$ cat config.mk
export PLATFORM = sky130hd
export DESIGN_NAME = sbcspi_frontend
export DESIGN_NICKNAME = d
export VERILOG_FILES = /design/src/verilog/sbcspi_pkg.sv /design/src/verilog/sbcspi_frontend.sv
export SDC_FILE = /design/constraint.sdc
export NUM_CORES = 1
export LEC_CHECK = 0
export ABC_CLOCK_PERIOD_IN_PS = 2700
export BUFFER_PORTS_ARGS = -buffer_cell sky130_fd_sc_hd__buf_4
export CAP_MARGIN = 20
export CORE_UTILIZATION = 25
export CTS_BUF_LIST = sky130_fd_sc_hd__clkbuf_16
export DETAILED_ROUTE_END_ITERATION = 10
export GPL_TIMING_DRIVEN = 0
export SYNTH_ARGS = -nofsm -noshare
export SYNTH_HDL_FRONTEND = slang
export SYNTH_SLANG_ARGS = --single-unit
$ cat constraint.sdc
create_clock -name i_clk -period 2.7 [get_ports i_clk]
set_input_delay 0.81 -clock i_clk [delete_from_list [all_inputs] [get_ports i_clk]]
set_output_delay 0.81 -clock i_clk [all_outputs]
set_load 0.01 [all_outputs]
$ cat src/verilog/sbcspi_pkg.sv
// sbcspi_pkg: constants and types of the serial command front end.
// assumes a 16-bit, lsb-first command frame from a host controller.
package sbcspi_pkg;

    // frame layout
    localparam int        FRAME_BITS     = 16;
    localparam logic [4:0] CNT_FULL      = 5'h10;
    localparam logic [4:0] CNT_MAX       = 5'h1f;
    localparam logic [4:0] CNT_RD_LOAD   = 5'h07;
    localparam int        RW_BIT         = 7;
    localparam int        DATA_LSB       = 8;

    // address map
    localparam logic [6:0] CTRL_TOP      = 7'h1e;
    localparam logic [6:0] STATUS_BASE   = 7'h40;
    localparam logic [6:0] STATUS_TOP    = 7'h7e;
    localparam logic [6:0] ADDR_MODE     = 7'h01;
    localparam logic [6:0] ADDR_SUPPLY   = 7'h02;
    localparam logic [6:0] ADDR_WD       = 7'h03;
    localparam logic [6:0] ADDR_TIMER    = 7'h0c;
    localparam logic [6:0] ADDR_DEVICE_STATUS_REG = 7'h43;
    localparam logic [6:0] ADDR_WK_LEVEL = 7'h48;
    localparam logic [6:0] ADDR_OSC_STAT = 7'h7d;
    localparam logic [6:0] ADDR_IDENT    = 7'h7e;

    // field positions inside the data byte
    localparam int        MODE_REQ_LSB   = 6;
    localparam int        LOAD_SHARE_POS = 3;
    localparam int        TMR_PER_LSB    = 0;
    localparam int        TMR_ON_LSB     = 4;

    // mode request codes in the mode control byte
    localparam logic [1:0] REQ_NORMAL    = 2'h0;
    localparam logic [1:0] REQ_SLEEP     = 2'h1;
    localparam logic [1:0] REQ_STOP      = 2'h2;
    localparam logic [1:0] REQ_RESET     = 2'h3;

    // reset values
    localparam logic       FAIL_RST      = 1'h0;
    localparam logic       ERR_RST       = 1'h0;

    typedef enum logic [2:0] {
        SBCSPI_INIT    = 3'b000,
        SBCSPI_NORMAL  = 3'b001,
        SBCSPI_STOP    = 3'b010,
        SBCSPI_SLEEP   = 3'b011,
        SBCSPI_RESTART = 3'b100
    } sbcspi_mode_t;

endpackage

$ cat src/verilog/sbcspi_frontend.sv
// sbcspi_frontend: serial command target, frame checks, command screening.
// assumes register contents and the mode machine live outside; serial pins
// and the reset-output pin are asynchronous and are synchronised here.
`timescale 1ns/100ps

// Contract
// - 16-bit frames, input sampled on falling clock
// - output shifted after rising clock, no chaining
// - interpret at select rise, release output
// - bad write ignored, sticky fail until cleared
// - stop to sleep fails, goes restart
// - init to stop/sleep fails, goes normal
// - watchdog byte odd parity fails, ignored
// - stop mode allows few commands only
// - stop with pending wake: interrupt, no fail
// - stop to normal ignores other bits, fails
// - sleep without wake sources fails, restart, executes
// - stop without sources accepted; timer-only sleep restarts
// - clearing active load share kept set, fails
// - sleep with measure and wake1/2 only fails
// - timer on-time not below period fails
// - all-zero or all-one frame fails
// - clock count not 0/16 discards, frame error
// - error bit out before first rising clock
// - reset pin overlap errors; output forced high
// - bits 6:0 address, 15:8 data byte
// - bit 7 write or clear; restart ignores all
// - response returns current byte of register
// - summary bit ors one status register; wake bit ors two
// - control and status address ranges, non-clearable
module sbcspi_frontend
(
    // clock and reset
    input  wire logic                      i_clk,
    input  wire logic                      i_reset,
    // serial link pins
    input  wire logic                      i_sclk,
    input  wire logic                      i_select_n,
    input  wire logic                      i_serial_in,
    output logic                           o_serial_out,
    output logic                           o_serial_out_oe_n,
    // device state
    input  wire sbcspi_pkg::sbcspi_mode_t  i_mode,
    input  wire logic                      i_reset_output_pin,
    input  wire logic                      i_bus_wake_cfg_zero,
    input  wire logic                      i_wake_stat_pending,
    input  wire logic                      i_load_share_on,
    input  wire logic                      i_wake_measure_bit,
    input  wire logic                      i_only_wake_one_two,
    input  wire logic                      i_timer_only_off,
    // status registers for the summary
    input  wire logic [7:0]                i_sup_stat_one,
    input  wire logic [7:0]                i_thermal_status_reg,
    input  wire logic [7:0]                i_device_status_reg,
    input  wire logic [7:0]                i_bus_status,
    input  wire logic [7:0]                i_wake_status_one,
    input  wire logic [7:0]                i_wake_status_two,
    input  wire logic [7:0]                i_sup_stat_two,
    input  wire logic [7:0]                i_switch_overload_status,
    input  wire logic [7:0]                i_switch_openload_status,
    // register read port
    output logic [6:0]                     o_rd_addr,
    input  wire logic [7:0]                i_rd_data,
    // decoded command
    output logic                           o_cmd_valid,
    output logic [6:0]                     o_cmd_addr,
    output logic                           o_cmd_write,
    output logic                           o_cmd_clear,
    output logic [7:0]                     o_cmd_data,
    output logic                           o_mode_req_valid,
    output sbcspi_pkg::sbcspi_mode_t       o_mode_req,
    output logic                           o_int_pulse,
    output logic                           o_fail_flag,
    output logic [7:0]                     o_status_summary,
    output logic                           o_frame_error
);
    import sbcspi_pkg::*;

    // two-flop synchronisers plus a third stage for edges
    logic [1:0] sclk_sync_reg;
    logic [1:0] sel_sync_reg;
    logic [1:0] sdi_sync_reg;
    logic [1:0] ro_sync_reg;
    logic       sclk_last_reg;
    logic       sel_last_reg;

    always_ff @(posedge i_clk or posedge i_reset)
    begin
        if (i_reset)
        begin
            sclk_sync_reg <= 2'h0;
            sel_sync_reg  <= 2'h3;
            sdi_sync_reg  <= 2'h0;
            ro_sync_reg   <= 2'h3;
            sclk_last_reg <= 1'h0;
            sel_last_reg  <= 1'h1;
        end
        else
        begin
            sclk_sync_reg <= {sclk_sync_reg[0], i_sclk};
            sel_sync_reg  <= {sel_sync_reg[0], i_select_n};
            sdi_sync_reg  <= {sdi_sync_reg[0], i_serial_in};
            ro_sync_reg   <= {ro_sync_reg[0], i_reset_output_pin};
            sclk_last_reg <= sclk_sync_reg[1];
            sel_last_reg  <= sel_sync_reg[1];
        end
    end

    wire sclk_s  = sclk_sync_reg[1];
    wire sel_s   = sel_sync_reg[1];
    wire ro_low  = ~ro_sync_reg[1];
    wire in_frm  = ~sel_s & ~sel_last_reg;
    wire cs_fall = ~sel_s & sel_last_reg;
    wire cs_rise = sel_s & ~sel_last_reg;
    wire sck_fall = in_frm & sclk_last_reg & ~sclk_s;
    wire sck_rise = in_frm & ~sclk_last_reg & sclk_s;

    function automatic logic any_set(input logic [7:0] b);
        any_set = |b;
    endfunction

    // summary of the status registers
    wire [7:0] summary_next = {
        any_set(i_switch_openload_status),
        any_set(i_switch_overload_status),
        any_set(i_sup_stat_two),
        any_set(i_wake_status_one | i_wake_status_two),
        any_set(i_bus_status),
        any_set(i_device_status_reg),
        any_set(i_thermal_status_reg),
        any_set(i_sup_stat_one)};

    // frame bookkeeping
    logic [15:0] rx_reg;
    logic [15:0] tx_reg;
    logic [7:0]  rd_byte_reg;
    logic [4:0]  cnt_reg;
    logic        clk_hi_reg;
    logic        ro_seen_reg;
    logic        err_pend_reg;
    logic        oe_n_reg;
    logic [7:0]  summary_reg;

    wire        clk_bad   = clk_hi_reg | sclk_s;
    wire        cnt_bad   = (cnt_reg != 5'h00) && (cnt_reg != CNT_FULL);
    wire        frame_bad = cnt_bad | clk_bad | ro_seen_reg | ro_low;
    wire        take      = cs_rise & ~frame_bad & (cnt_reg == CNT_FULL)
                            & (i_mode != SBCSPI_RESTART);
    wire [4:0]  cnt_inc   = (cnt_reg == CNT_MAX) ? cnt_reg : cnt_reg + 5'h01;
    wire [15:0] tx_load   = {8'h00, summary_reg[6:0], err_pend_reg};

    assign o_rd_addr = rx_reg[15:9];

    always_ff @(posedge i_clk or posedge i_reset)
    begin
        if (i_reset)
        begin
            rx_reg       <= 16'h0000;
            tx_reg       <= 16'h0000;
            rd_byte_reg  <= 8'h00;
            cnt_reg      <= 5'h00;
            clk_hi_reg   <= 1'h0;
            ro_seen_reg  <= 1'h0;
            err_pend_reg <= ERR_RST;
            oe_n_reg     <= 1'h1;
            summary_reg  <= 8'h00;
        end
        else
        begin
            summary_reg <= summary_next;
            if (cs_fall)
            begin
                cnt_reg     <= 5'h00;
                clk_hi_reg  <= sclk_s;
                ro_seen_reg <= ro_low;
                tx_reg      <= tx_load;
                oe_n_reg    <= 1'h0;
            end
            else if (in_frm)
            begin
                ro_seen_reg <= ro_seen_reg | ro_low;
                if (sck_fall)
                begin
                    rx_reg  <= {sdi_sync_reg[1], rx_reg[15:1]};
                    cnt_reg <= cnt_inc;
                end
                if (sck_rise && cnt_reg == CNT_RD_LOAD)
                    rd_byte_reg <= i_rd_data;
                if (sck_rise && cnt_reg == CNT_RD_LOAD)
                    tx_reg <= {8'h00, i_rd_data};
                else if (sck_rise)
                    tx_reg <= {1'h0, tx_reg[15:1]};
            end
            if (cs_rise)
            begin
                oe_n_reg     <= 1'h1;
                err_pend_reg <= frame_bad;
            end
        end
    end

    assign o_serial_out      = ro_low | tx_reg[0];
    assign o_serial_out_oe_n = oe_n_reg;
    assign o_status_summary  = summary_reg;
    assign o_frame_error     = err_pend_reg;

    // command screening
    wire [6:0] addr   = rx_reg[6:0];
    wire       rw     = rx_reg[RW_BIT];
    wire [7:0] data   = rx_reg[15:DATA_LSB];
    wire [1:0] req    = data[MODE_REQ_LSB +: 2];
    wire       is_ctl = addr <= CTRL_TOP;
    wire       is_st  = (addr >= STATUS_BASE) && (addr <= STATUS_TOP);
    wire       no_clr = (addr == ADDR_WK_LEVEL) || (addr == ADDR_OSC_STAT)
                        || (addr == ADDR_IDENT);
    wire       stuck  = (rx_reg == 16'h0000) || (rx_reg == 16'hffff);
    wire       in_stp = i_mode == SBCSPI_STOP;
    wire       in_ini = i_mode == SBCSPI_INIT;
    wire       mw     = rw & (addr == ADDR_MODE);
    wire       r_slp  = mw & (req == REQ_SLEEP);
    wire       r_stp  = mw & (req == REQ_STOP);
    wire       r_nrm  = mw & (req == REQ_NORMAL);
    wire       r_rst  = mw & (req == REQ_RESET);
    wire       slp_ok = r_slp & ~in_stp & ~in_ini;

    wire f_stop_sleep = r_slp & in_stp;
    wire f_init       = (r_slp | r_stp) & in_ini;
    wire f_no_wake    = slp_ok & i_bus_wake_cfg_zero;
    wire f_measure    = slp_ok & i_wake_measure_bit & i_only_wake_one_two;
    wire timer_wake   = slp_ok & i_timer_only_off;
    wire f_other_bits = r_nrm & in_stp
                        & (data[MODE_REQ_LSB-1:0] != rd_byte_reg[MODE_REQ_LSB-1:0]);
    wire f_wd_parity  = rw & (addr == ADDR_WD) & (^data);
    wire f_stop_deny  = in_stp & rw & is_ctl & (addr != ADDR_WD)
                        & ~r_nrm & ~r_rst & ~r_slp;
    wire f_timer      = rw & (addr == ADDR_TIMER)
                        & (data[TMR_ON_LSB +: 3] >= {1'h0, data[TMR_PER_LSB +: 3]});
    wire f_load_share = rw & (addr == ADDR_SUPPLY) & i_load_share_on
                        & ~data[LOAD_SHARE_POS];

    wire fail = stuck | f_stop_sleep | f_init | f_no_wake | f_measure | f_other_bits
                | f_wd_parity | f_stop_deny | f_timer | f_load_share;
    wire blocked = stuck | f_wd_parity | f_stop_deny | f_timer | f_stop_sleep | f_init;
    wire wr_ok   = rw & is_ctl & ~blocked;
    wire clr_ok  = rw & is_st & ~no_clr & ~stuck;
    wire mode_ok = mw & ~stuck & ~f_stop_deny & ~f_wd_parity;

    wire [7:0] data_fix = f_other_bits
        ? {data[7:MODE_REQ_LSB], rd_byte_reg[MODE_REQ_LSB-1:0]}
        : (data | (f_load_share ? 8'h08 : 8'h00));

    sbcspi_mode_t mode_next;
    always_comb
    begin
        if (f_stop_sleep | f_no_wake | f_measure | timer_wake | r_rst)
            mode_next = SBCSPI_RESTART;
        else if (f_init | r_nrm)
            mode_next = SBCSPI_NORMAL;
        else if (r_slp)
            mode_next = SBCSPI_SLEEP;
        else
            mode_next = SBCSPI_STOP;
    end

    wire fail_clr  = take & clr_ok & (addr == ADDR_DEVICE_STATUS_REG);
    wire fail_set  = take & fail;
    wire fail_next = fail_set | (o_fail_flag & ~fail_clr);

    always_ff @(posedge i_clk or posedge i_reset)
    begin
        if (i_reset)
        begin
            o_cmd_valid      <= 1'h0;
            o_cmd_addr       <= 7'h00;
            o_cmd_write      <= 1'h0;
            o_cmd_clear      <= 1'h0;
            o_cmd_data       <= 8'h00;
            o_mode_req_valid <= 1'h0;
            o_mode_req       <= SBCSPI_INIT;
            o_int_pulse      <= 1'h0;
            o_fail_flag      <= FAIL_RST;
        end
        else
        begin
            o_cmd_valid      <= take;
            o_cmd_write      <= take & wr_ok;
            o_cmd_clear      <= take & clr_ok;
            o_mode_req_valid <= take & mode_ok;
            o_int_pulse      <= take & mode_ok & (mode_next == SBCSPI_STOP)
                                & i_wake_stat_pending;
            o_fail_flag      <= fail_next;
            if (take)
            begin
                o_cmd_addr <= addr;
                o_cmd_data <= data_fix;
                o_mode_req <= mode_next;
            end
        end
    end

    // checks
    property p_frame_err;
        @(posedge i_clk) disable iff (i_reset)
        cs_rise && cnt_bad |=> o_frame_error && !o_cmd_valid;
    endproperty
    a_frame_err: assert property (p_frame_err) else $error("bad count not flagged");

    property p_release;
        @(posedge i_clk) disable iff (i_reset)
        cs_rise |=> o_serial_out_oe_n;
    endproperty
    a_release: assert property (p_release) else $error("output not released");

    property p_ro_high;
        @(posedge i_clk) disable iff (i_reset)
        ro_low |-> o_serial_out;
    endproperty
    a_ro_high: assert property (p_ro_high) else $error("output low during reset pin");

    property p_first_bit;
        @(posedge i_clk) disable iff (i_reset)
        cs_fall && !ro_low |=> o_serial_out == $past(err_pend_reg) && !o_serial_out_oe_n;
    endproperty
    a_first_bit: assert property (p_first_bit) else $error("error bit not first");

    property p_sticky;
        @(posedge i_clk) disable iff (i_reset)
        o_fail_flag && !fail_clr |=> o_fail_flag;
    endproperty
    a_sticky: assert property (p_sticky) else $error("fail flag dropped");

    property p_restart;
        @(posedge i_clk) disable iff (i_reset)
        cs_rise && i_mode == SBCSPI_RESTART |=> !o_cmd_valid ##1 !o_cmd_valid;
    endproperty
    a_restart: assert property (p_restart) else $error("command in restart");

    property p_wd;
        @(posedge i_clk) disable iff (i_reset)
        o_cmd_write && o_cmd_addr == ADDR_WD |-> !(^o_cmd_data);
    endproperty
    a_wd: assert property (p_wd) else $error("odd watchdog byte written");

    property p_stuck;
        @(posedge i_clk) disable iff (i_reset)
        take && stuck |=> o_fail_flag && !o_cmd_write;
    endproperty
    a_stuck: assert property (p_stuck) else $error("stuck frame accepted");

    property p_load_share;
        @(posedge i_clk) disable iff (i_reset)
        take && f_load_share && wr_ok |=> o_cmd_write && o_cmd_data[LOAD_SHARE_POS] && o_fail_flag;
    endproperty
    a_load_share: assert property (p_load_share) else $error("load share cleared");

    property p_stop_sleep;
        @(posedge i_clk) disable iff (i_reset)
        take && f_stop_sleep |=> o_mode_req == SBCSPI_RESTART && o_fail_flag;
    endproperty
    a_stop_sleep: assert property (p_stop_sleep) else $error("stop to sleep passed");

    c_write: cover property (@(posedge i_clk) disable iff (i_reset) o_cmd_write);
    c_err: cover property (@(posedge i_clk) disable iff (i_reset) cs_rise && cnt_bad);
    c_fail_clr: cover property (@(posedge i_clk) disable iff (i_reset) fail_clr);
    c_int: cover property (@(posedge i_clk) disable iff (i_reset) o_int_pulse);

endmodule

# Yosys cells after proc, flatten, opt, wreduce, memory -nomap -nowiden
# Cells that the tools add are included.
# totals
in_bits,95
word_cells,197
reg_bits,89
out_inout_bits,42
# classes
order_cmp,4
n_bitwise,102
add_sub_neg,1
muxes,17
eq_ne,22
reduce_logical,27
# op_table
op,n
$mux 16,4
$reduce_or 8->1,8
$and 1x1->1,54
$eq 7x7->1 const B,4
$or 1x1->1,27
$mux 5,4
$not 1->1,19
$eq 16x16->1 const B,1
$logic_not 16->1,1
$eq 7x2->1 const B,2
$eq 5x5->1 const B,2
$reduce_and 3->1,3
$mux 8,1
$or 8x4->8,1
$or 8x8->8,1
$reduce_xor 8->1,1
$eq 7x1->1 const B,1
$eq 7x4->1 const B,1
$ge 7x7->1 const B,1
$le 7x5->1 const B,1
$le 7x7->1 const B,1
$ne 7x2->1 const B,1
$eq 3x2->1 const B,2
$ne 6x6->1,1
other kinds (20),31

# Depth between registers and ports, before layout
# logic_depth
depth_word,15
ltp_mapped,9
depth_no_buf,9

# Worst setup path after synthesis
# OpenSTA, ideal clock, no wires.
# synth_timing
path_kind,flip-flop to flip-flop
startpoint,register sel_sync_reg[1]
endpoint,register tx_reg[1]
t_required_ns,2.582
path_buffers,2
arrival_ns,2.162
stages_incl_launch_ff,10
period_less_slack_ns,2.280
setup_slack_ns,0.420
setup_ns,0.118
path_cell_list,dfstp_2 > inv_1 > ha_1 > and3b_1 > clkbuf_1 > nand4_1 > clkbuf_1 > mux2i_1 > a211oi_1 > a21o_1
# synth_between
elab_chain_cells,8
elab_cells_between_ends,12
cone_classes,mux: 3; bitwise: 5; reduce/logical: 4
# synth_rtl
item,line_no,rtl
start: declaration,sbcspi_frontend.sv:81,logic [1:0] sel_sync_reg;
start signal: assignment,sbcspi_frontend.sv:101,"sel_sync_reg <= {sel_sync_reg[0], i_select_n};"
$not 1->1 (*),"sbcspi_frontend.sv:112, sbcspi_frontend.sv:113",
$and 1x1->1,sbcspi_frontend.sv:112,wire in_frm = ~sel_s & ~sel_last_reg;
$and 1x1->1 (2 in a row),sbcspi_frontend.sv:116,wire sck_rise = in_frm & ~sclk_last_reg & sclk_s;
$logic_and 1x1->1,sbcspi_frontend.sv:189,if (sck_rise && cnt_reg == CNT_RD_LOAD)
$mux 16,sbcspi_frontend.sv:189,
$mux 16,sbcspi_frontend.sv:179,else if (in_frm)
$mux 16,sbcspi_frontend.sv:171,if (cs_fall)
end signal: assignment,sbcspi_frontend.sv:176,tx_reg <= tx_load;
end signal: assignment,sbcspi_frontend.sv:190,"tx_reg <= {8'h00, i_rd_data};"
end signal: assignment,sbcspi_frontend.sv:192,"tx_reg <= {1'h0, tx_reg[15:1]};"
end: declaration,sbcspi_frontend.sv:135,logic [15:0] tx_reg;
# Mark *: on every way between the ends. The rest lies on a longest branch, timed or not. The select of a mux whose other input is x is not followed.
# A chain may end at the register's enable or synchronous reset.

# Worst setup path in the final report
# layout_timing
startpoint,register ro_sync_reg[1]
endpoint,register o_cmd_addr[3]
# layout_between
elab_chain_cells,6
# layout_rtl
item,line_no,rtl
start: declaration,sbcspi_frontend.sv:83,logic [1:0] ro_sync_reg;
start signal: assignment,sbcspi_frontend.sv:103,"ro_sync_reg <= {ro_sync_reg[0], i_reset_output_pin};"
$not 1->1,sbcspi_frontend.sv:111,wire ro_low = ~ro_sync_reg[1];
$or 1x1->1,sbcspi_frontend.sv:146,wire frame_bad = cnt_bad | clk_bad | ro_seen_reg | ro_low;
$not 1->1,sbcspi_frontend.sv:147,wire take = cs_rise & ~frame_bad & (cnt_reg == CNT_FULL)
$and 1x1->1 (2 in a row),sbcspi_frontend.sv:147,
$and 1x1->1,sbcspi_frontend.sv:148,& (i_mode != SBCSPI_RESTART);
end signal: assignment,sbcspi_frontend.sv:294,o_cmd_addr <= addr;
end: declaration,sbcspi_frontend.sv:66,"output logic [6:0] o_cmd_addr,"
# Every way passes these cells.

==> reports/metrics.yaml <==
slew_headroom: 0.588
viasPerCell: 4.53
syn2layout_area_growth_pct: 41.9
netlist-cell-type-count: 44
synthTopCellsByArea: "dfrtp_1 47%, mux2_2 6.8%, ha_1 6.0%"
power_frac_comb: 0.161
synth_edf_count: 0
yosysTopAreaCellShare: 0.474
cts-root-buf: "clkbuf_16"
worstMarginPinSlew_ns: 0.603
power_frac_seq: 0.414
hold_violations: 0
fp.coreArea_um2: 15300
finalCriticalPeriod_ns: 2.60
period_share: 0.963
dieArea_um2: 16300
synth.most_common_cell: "dfrtp_1"
drtIter0Drc: 104
port_buffers: 136
yosysSeqAreaShare: 0.514
syn_area_per_cell_um2: 10.7
finalNetCount: 632
worstPathArrival_ns: 2.83
slew_violations: 0
antenna_found_initial: 0
cts.sinks: 81
routed_wl_um: 10400
cts_tree: "built"
drtPass1Iterations: 4
layout-drive-gt1-share: 0.375
max_freq_mhz: 384
syn_area_um2: 3960
run_status: "finished clean"
p_per_area_nw_per_um2: 577
worstSkewPairLatency_ns: 0.35
dpl.hpwl_um: 8040
drtAntennaViolNets: 0
cp_max_fo: 10
grt_start_max_net_pins: 33
synth_top_area_cell: "dfrtp_1"
place.gp.congestion: 0.873
r2r-start: "ro_sync_reg[1]$_DFF_PP1_"
rsz0062_at_grt: "no"
grtUsageTotal: 0.131
die_height_um: 128
ys_async_sr_fraction: 1.00
peakVddDrop_mv: 0.335
syn-num-nets: 483
setup_viol: 0
fin_tns_setup_ns: 0
insertedDiodeCount: 0
clkTransAtPathRegs_ns: 0.05
vias: 3323
max-cap-violations: 0
r2r-end: "o_cmd_addr[3]$_DFFE_PP0P_"
clockPowerShare: 0.426
yosys_register_bits: 81
power_w: 0.00324
wl_per_cell_um: 14.1
synthFlopType: "dfrtp_1"
htreeDepth: 3
regArea_um2: 2030
grt_pass1_vias: 3329
finClkSkew_ns: 0.00820
cts_resized: 0
switching_share: 0.245
cp_cell_sequence: "nor4b_1, and3_1, nand2_1, inv_2, buf_1, mux2_2"
largest_reg_flops: 16
critPathCaptureType: "flop"
holdBufCountCts: 0
synth_common_cells: "75 x dfrtp_1, 33 x nand2_1, 28 x nor2_1"
nFillCells: 1580
r2r_setup_slack_ns: 0.1
synth_cells: 369
criticalPathCategory: "flop to flop"
reg2reg_depth: 6
grt_pass1_wl_um: 16600
power.leakage_nw: 2.67
die_x_um: 128
required_ns: 2.93
crit_end: "o_cmd_addr[3]$_DFFE_PP0P_"
slowest_stage: "dfstp_2"
drcViolationCount: 0
hold_class: "flop to flop"
slowest_delay_ns: 0.54
cts_setup_buffers: 0
pin_count: 137
start_kind: "flop"
cts_buffers: 9
initial_utilization: 0.259
switchingPower_w: 0.000795
critPathLaunch: "ro_sync_reg[1]$_DFF_PP1_"
cts_buffer_depth: 2
row_count: 45
synth_warnings: 0
grt.overflow.total: 0
p_int_w: 0.00245
multi_input_area_um2: 1760
## power groups by stage
stage               clock [W]  combinational (W)  sequential, W
detailed placement          0           0.000524        0.00137
finish                0.00138           0.000521        0.00134
floorplan                   0           0.000302        0.00134
global route          0.00146           0.000578        0.00135
global placement            0           0.000506        0.00136
CTS                   0.00142           0.000527        0.00134
## layout make-up
cell class                      instances  share of cell area
Buffer                                 20              0.0185
Clock buffer                            9              0.0401
Clock inverter                          7              0.0187
Inverter                               18              0.0127
Multi-Input combinational cell        250               0.312
Sequential cell                        81               0.362
Tap cell                              211              0.0470
Timing Repair Buffer                  138               0.189
## metal layers
layer	global-route usage	wire length (um)	up-vias	part of all wire
li1	-	-	1606	-
met1	0.157	4480	1599	0.43
met2	0.225	5150	107	0.50
met3	0.0371	611	11	0.059
met4	0.0471	143	0	0.014
met5	0	0	-	0
## worst max-delay path: cells and delay by family (launching register included)
kind / cells / cell delay (ns)
simple gates: 3 / 0.83
flops: 1 / 0.54
mux: 1 / 0.40
buf+inv: 2 / 0.72
## placed cells by master, fill, tap and decap left out, types with 4 or more instances in the layout
cell       count
a211oi_1      10
a21o_1         8
a21oi_1       13
and3_1         4
buf_4        143
clkbuf_1       9
clkbuf_16      9
dfrtp_1       75
dfstp_2        6
ha_1          19
inv_1         19
mux2_2        24
mux2i_1       13
nand2_1       33
nand2b_1       5
nand3_1        5
nand4_1        6
nor2_1        28
nor3_1         7
nor4_1        21
o21ai_0       13
xor2_1         9
## how the worst min path moves through the flow
stage,endpoint,start,depth (start not counted)
floorplan,sclk_sync_reg[1]$_DFF_PP0_,sclk_sync_reg[0]$_DFF_PP0_,0
global placement,sclk_sync_reg[1]$_DFF_PP0_,sclk_sync_reg[0]$_DFF_PP0_,0
detailed placement,sdi_sync_reg[1]$_DFF_PP0_,sdi_sync_reg[0]$_DFF_PP0_,0
CTS,sclk_sync_reg[1]$_DFF_PP0_,sclk_sync_reg[0]$_DFF_PP0_,0
global route,sdi_sync_reg[1]$_DFF_PP0_,sdi_sync_reg[0]$_DFF_PP0_,0
finish,sclk_sync_reg[1]$_DFF_PP0_,sclk_sync_reg[0]$_DFF_PP0_,0
## cells by family (layout without fill, tap and decap cells)
family / after synthesis / after routing / synth area share
simple gates: 124 / 124 / 0.159
flops: 81 / 81 / 0.514
compound gates: 58 / 58 / 0.0967
buf+inv: 38 / 192 / 0.0430
mux: 37 / 37 / 0.101
fa+ha+maj: 19 / 19 / 0.0600
xor+xnor: 12 / 12 / 0.0265
## per-stage QoR
stage / hold slack, ns / instance area (um^2) / utilization / instances / setup WS [ns]
after floorplan: 0.331 / 3960 / - / 369 / 0.420
after global placement: 0.336 / 5250 / 0.343 / 716 / 0.0245
after detailed placement: 0.337 / 5290 / 0.345 / 718 / 0.00933
after CTS: 0.351 / 5620 / 0.367 / 734 / 0.00279
after global routing: 0.367 / 5620 / 0.367 / 734 / 0.00453
final: 0.348 / 5620 / 0.367 / 734 / 0.0986
No activity file was read; power rests on OpenSTA's default activity.
